File: config.mk
export PLATFORM = sky130hd
export DESIGN_NAME = cdc_calibration_dac_control
export DESIGN_NICKNAME = d
export VERILOG_FILES = /design/src/hw/cdc_chop_div.v /design/src/hw/cdc_calibration_dac_control.v
export VERILOG_INCLUDE_DIRS = /design/src /design/src/hw
export SDC_FILE = /design/constraint.sdc
export NUM_CORES = 1
export LEC_CHECK = 0
export ABC_AREA = 1
export ABC_CLOCK_PERIOD_IN_PS = 2120
export BUFFER_PORTS_ARGS = -buffer_cell sky130_fd_sc_hd__buf_2
export CORE_UTILIZATION = 39
export CTS_CLUSTER_DIAMETER = 150
export CTS_CLUSTER_SIZE = 25
export DETAILED_ROUTE_END_ITERATION = 12
export REMOVE_ABC_BUFFERS = 1
export SYNTH_ARGS = -nofsm -noshare
export SYNTH_HDL_FRONTEND = slang
export SYNTH_SLANG_ARGS = --single-unit
File: constraint.sdc
create_clock -name ref_clk -period 2.12 [get_ports ref_clk]
set_clock_uncertainty 0.1 [all_clocks]
set_input_delay 0.106 -clock ref_clk [delete_from_list [all_inputs] [get_ports ref_clk]]
set_output_delay 0.106 -clock ref_clk [all_outputs]
set_load 0.05 [all_outputs]
File: src/hw/cdc_regs.vh
// Purpose: Constants for the calibration converter control block.
// Assumes: Register word is 24 bits wide at address 0x09.
// Notes:   Chop rate derived from the 10 MHz reference clock.
`ifndef CDC_REGS_VH
`define CDC_REGS_VH
`define CDC_ADDR          8'h09
`define CDC_RESET         24'h002000
`define CDC_BIT_CHOP      13
`define CDC_BIT_MODE      12
`define CDC_BIT_INT       11
`define CDC_BIT_EN        10
`define CDC_CODE_MSB      9
`define CDC_CODE_W        10
`define CDC_CLK_HZ        10000000
`define CDC_CHOP_HZ       256000
// Half-period of the chop clock in reference cycles, rounded down.
`define CDC_CHOP_HALF     (`CDC_CLK_HZ / (2 * `CDC_CHOP_HZ))
`define CDC_EXTRA_SCLK    4
`endif

File: src/hw/cdc_chop_div.v
// Purpose: Divider giving a one-cycle enable at twice the chop rate.
// Assumes: Count fits in eight bits.
// Notes:   Held clear while chopping is off.
`timescale 1ns/100ps
`include "cdc_regs.vh"
module cdc_chop_div (
  input  wire       ref_clk,
  input  wire       sys_rst,
  input  wire       run,
  output reg        tick
);
  localparam integer LAST_I = `CDC_CHOP_HALF - 1;
  localparam [7:0]   LAST   = LAST_I[7:0];
  reg [7:0] count_r;
  always @(posedge ref_clk or posedge sys_rst) begin
    if (sys_rst) begin
      count_r <= 8'h00;
      tick    <= 1'b0;
    end else if (!run) begin
      count_r <= 8'h00;
      tick    <= 1'b0;
    end else if (count_r == LAST) begin
      count_r <= 8'h00;
      tick    <= 1'b1;
    end else begin
      count_r <= count_r + 8'h01;
      tick    <= 1'b0;
    end
  end
endmodule

File: src/hw/cdc_calibration_dac_control.v
// What this block does
// - Bit 13 chops converter output at 256 kHz
// - Bit 12 connects pin, starts channel acquisition
// - Bit 11 one in calibration mode (bit 12 set): open switches, route internally
// - Bit 10 enables converter; zero keeps off
// - Master with bit 10 set outside calibration mode drives pin
// - Slave keeps converter off despite enable
// - Converter enabled disables ac lead-off detection
// - Bits 9:0 hold converter code, reset zero
//
// Purpose: Holds the calibration converter register and drives controls.
// Assumes: Serial decode elsewhere supplies word writes in this domain.
// Notes:   A written word takes effect after the extra serial clocks.
`timescale 1ns/100ps
`include "cdc_regs.vh"
module cdc_calibration_dac_control (
  input  wire        ref_clk,
  input  wire        sys_rst,
  input  wire        regWrite,
  input  wire [7:0]  regAddr,
  input  wire [23:0] regWdata,
  input  wire        sclkEdge,
  input  wire        slaveMode,
  output reg  [23:0] regRdata,
  output reg         converterOn,
  output reg  [9:0]  converterCode,
  output reg         chopPhase,
  output reg         calPinConnect,
  output reg         channelAcquire,
  output reg         extSwitchOpen,
  output reg         internalRoute,
  output reg         acLeadOffDisable
);
  reg  [23:0] pend_r;
  reg  [2:0]  sclkCnt_r;
  reg         pendValid_r;
  reg         chop_r;
  reg         mode_r;
  reg         int_r;
  reg         en_r;
  reg  [9:0]  code_r;
  reg         slaveS1_r;
  reg         slaveS2_r;
  wire        chopTick;
  wire        convOn;

  localparam integer SCLK_LAST_I = `CDC_EXTRA_SCLK - 1;
  localparam [2:0]   SCLK_LAST   = SCLK_LAST_I[2:0];

  cdc_chop_div u_div (
    .ref_clk (ref_clk),
    .sys_rst (sys_rst),
    .run     (chop_r & convOn),
    .tick    (chopTick)
  );

  always @(posedge ref_clk or posedge sys_rst) begin
    if (sys_rst) begin
      slaveS1_r <= 1'b0;
      slaveS2_r <= 1'b0;
    end else begin
      slaveS1_r <= slaveMode;
      slaveS2_r <= slaveS1_r;
    end
  end

  assign convOn = en_r & ~slaveS2_r;

  // New word waits for four serial clocks before it is applied.
  always @(posedge ref_clk or posedge sys_rst) begin
    if (sys_rst) begin
      pend_r      <= 24'h000000;
      pendValid_r <= 1'b0;
      sclkCnt_r   <= 3'h0;
      chop_r      <= 1'b1;
      mode_r      <= 1'b0;
      int_r       <= 1'b0;
      en_r        <= 1'b0;
      code_r      <= 10'h000;
    end else if (regWrite && regAddr == `CDC_ADDR) begin
      pend_r      <= {10'h000, regWdata[13:0]};
      pendValid_r <= 1'b1;
      sclkCnt_r   <= 3'h0;
    end else if (pendValid_r && sclkEdge) begin
      if (sclkCnt_r == SCLK_LAST) begin
        pendValid_r <= 1'b0;
        chop_r      <= pend_r[`CDC_BIT_CHOP];
        mode_r      <= pend_r[`CDC_BIT_MODE];
        int_r       <= pend_r[`CDC_BIT_INT];
        en_r        <= pend_r[`CDC_BIT_EN];
        code_r      <= pend_r[`CDC_CODE_MSB:0];
      end else begin
        sclkCnt_r   <= sclkCnt_r + 3'h1;
      end
    end
  end

  always @(posedge ref_clk or posedge sys_rst) begin
    if (sys_rst) begin
      regRdata         <= `CDC_RESET;
      converterOn      <= 1'b0;
      converterCode    <= 10'h000;
      chopPhase        <= 1'b0;
      calPinConnect    <= 1'b0;
      channelAcquire   <= 1'b0;
      extSwitchOpen    <= 1'b0;
      internalRoute    <= 1'b0;
      acLeadOffDisable <= 1'b0;
    end else begin
      regRdata         <= {10'h000, chop_r, mode_r, int_r, en_r, code_r};
      converterOn      <= convOn;
      converterCode    <= code_r;
      if (!(chop_r && convOn))
        chopPhase      <= 1'b0;
      else if (chopTick)
        chopPhase      <= ~chopPhase;
      calPinConnect    <= mode_r | (convOn & ~mode_r);
      channelAcquire   <= mode_r;
      extSwitchOpen    <= mode_r & int_r;
      internalRoute    <= mode_r & int_r;
      acLeadOffDisable <= convOn;
    end
  end
endmodule

==> flow_summary.json <==
{
  "worst-path-buf-inv": 1,
  "finalCritPeriodShare_pct": 90.6,
  "htree_levels": 3,
  "setup_viol": 0,
  "hpwlAfterDp_um": 2840,
  "p_leak_nw": 1.75,
  "cp-end-kind": "flip-flop",
  "seqCellArea_mm2": 0.00153,
  "grt_pass1_vias": 1686,
  "cts_tree": "done",
  "cts_buffers": 9,
  "path_max_fanout": 15,
  "crit_slowest_cell": "nand2_1",
  "worstHoldEndpoint": "pendValid_r",
  "r2r_cells": 7,
  "finalHoldViolCount": 0,
  "drtIter0Drc": 82,
  "overflow": 0,
  "cts_hold_buf": 17,
  "critPathMostFrequentCell": "nand2_1",
  "cts_setup_buffers": 0,
  "grt_usage_pct": 14.8,
  "syn_area_mm2": 0.00251,
  "synth-seq-cells": 61,
  "antenna_cells": 0,
  "clock-root-buffer": "clkbuf_8",
  "firstDrtPassIters": 4,
  "core.rowCount": 28,
  "cts_resized": 0,
  "ys_seq_area_share_pct": 61.0,
  "grt_max_degree": 32,
  "synth_top_area_share_pct": 58.9,
  "worstPathCellList": "ha_1 -> ha_1 -> inv_1 -> nor2_4 -> nand2_1 -> nand2_1 -> nand2_1",
  "vdd_drop_max_mv": 0.525,
  "yosys-top-cells-area": "dfrtp_1 59%, nand2_1 14%, buf_4 7.2%",
  "die_w_um": 82.2,
  "rrSetupSlack_ns": 0.20,
  "pre_cts_ws_ns": 0.197,
  "ant_nets": 0,
  "rsz0062_at_grt": "no",
  "grt_antenna_before_repair": 0,
  "drt-total-wl_um": 4370,
  "viasPerCell": 4.42,
  "crit_arrival_ns": 2.03,
  "outcome": "complete, no violations",
  "path_class": "reg2reg",
  "maxCapViolCount": 0,
  "die_h_um": 82.2,
  "yosysTopAreaCell": "dfrtp_1",
  "clk_path_buf_depth": 2,
  "start_util_pct": 41.4,
  "startpoint_type": "flip-flop",
  "multi_input_area_um2": 717,
  "ys.warnings.count": 0,
  "die-area_mm2": 0.00675,
  "grt_pass1_wl_um": 7290,
  "place_inst": 375,
  "hold_ws_ns": 0.0886,
  "final_cells": 407,
  "worstHoldStart": "regAddr[4]",
  "period_needed_ns": 1.92,
  "maxSlewViolCount": 0,
  "cts.sinks": 61,
  "max_stage_delay_ns": 0.38,
  "min_path_type": "in2reg",
  "post_drt_wl_per_cell_um": 10.7,
  "port_buffers": 57,
  "ios": 78,
  "powerDensity_mw_per_mm2": 773,
  "cts.clk_slew.worst_paths_ns": 0.07,
  "areaGrowthSynthToFinish_pct": 22.3,
  "gp_congestion": 0.752,
  "syn_inst": 260,
  "nFillCells": 576,
  "critPathRequiredTime_ns": 2.23,
  "hold_depth": 4,
  "synth.distinct_cells": 23,
  "max_freq_mhz": 521,
  "core_area_mm2": 0.00606,
  "fin_util_pct": 50.6,
  "avgSynthCellArea_um2": 9.64,
  "worstReg2RegEnd": "code_r[4]",
  "fin_ws_ns": 0.200,
  "drive_gt1_share_pct": 24.4,
  "nets": 369,
  "finalSetupTns_ns": 0,
  "vias": 1799,
  "cpLargestDelayFamily": "simple AND/OR/NAND/NOR gates",
  "drc": 0,
  "r2r_start": "sclkCnt_r[0]",
  "clk_latency_ns": 0.32
}
[worst min-delay path, cell delays in order]
cell and delay [ns]:
buf_2 0.07, nor2_1 0.04, nand3_2 0.17, nand2_1 0.08
[registers in the layout, indices dropped and copies added, names as in the netlist, 3 cells and up]
signal	flops
pend_r	14
code_r	10
converterCode	9
u_div.count_r	8
regRdata	5
sclkCnt_r	3
[final cells by class]
class / instances / share of cell area, %
clock buffers: 14 / 5.63
clock inverters: 1 / 0.163
inverters: 19 / 2.33
multi-input cells: 160 / 23.4
flip-flops and latches: 61 / 49.9
well taps: 75 / 3.06
repair buffers: 77 / 15.6
[kinds of logic after synthesis]
logic type / after synthesis / synth area share, %
fa+ha+maj: 4 / 2.00
simple gates: 137 / 22.8
other cells: 1 / 0.150
compound gates: 6 / 1.30
flops: 61 / 61.0
buf+inv: 48 / 11.8
xor+xnor: 3 / 1.05
[worst max path at each step]
stage | startpoint | endpoint | cells past startpoint
after floorplan | sys_rst | acLeadOffDisable | 1
after global placement | sclkCnt_r[0] | code_r[1] | 7
after detailed placement | sclkCnt_r[0] | code_r[3] | 7
after CTS | sclkCnt_r[0] | code_r[4] | 7
after global routing | sclkCnt_r[0] | code_r[4] | 7
final | sclkCnt_r[0] | code_r[4] | 7
[routing by layer]
layer / vias to the layer above / global-route usage (%) / wire, µm
met5: - / 0 / 0
met3: 6 / 4.07 / 203
li1: 899 / - / -
met1: 838 / 17.5 / 1990
met4: 0 / 8.95 / 58
met2: 56 / 24.0 / 2120
[Yosys cell counts (all sizes together)]
| library cell | n |
|---|---|
| nand2 | 94 |
| dfrtp | 59 |
| buf | 29 |
| inv | 19 |
| nand3 | 19 |
| nor2 | 16 |
| ha | 4 |
| o21ai | 3 |
| a21oi | 2 |
| dfstp | 2 |
| nand4 | 2 |
| nor3 | 2 |
| nor3b | 2 |
| or2 | 2 |
| xnor2 | 2 |
| conb | 1 |
| o21bai | 1 |
| xor2 | 1 |
[cell usage in the layout (no fill, tap or decap), drive strengths merged, types with 3 or more instances in the layout]
cell type,count
clkbuf,14
ha,4
nand2,94
inv,19
buf,60
dlygate4sd3,17
nand3,19
dfrtp,59
nor2,16
conb,10
o21ai,3
[power breakdown]
group | leakage (nW) | total, W | internal, W | switching [W]
Combinational | 0.818 | 0.000218 | 0.0000801 | 0.000138
Clock | 0.0926 | 0.000918 | 0.000513 | 0.000405
Sequential | 0.835 | 0.00123 | 0.00121 | 0.0000254
Total | 1.75 | 0.00237 | 0.00180 | 0.000568
[through the flow]
step / total power [W] / instance area (µm²)
finish: 0.00237 / 3070
CTS: 0.00240 / 3070
floorplan: 0.00139 / 2320
global route: 0.00248 / 3070
detailed placement: 0.00145 / 2720
global placement: 0.00144 / 2720
(Power assumes the default switching activity.)
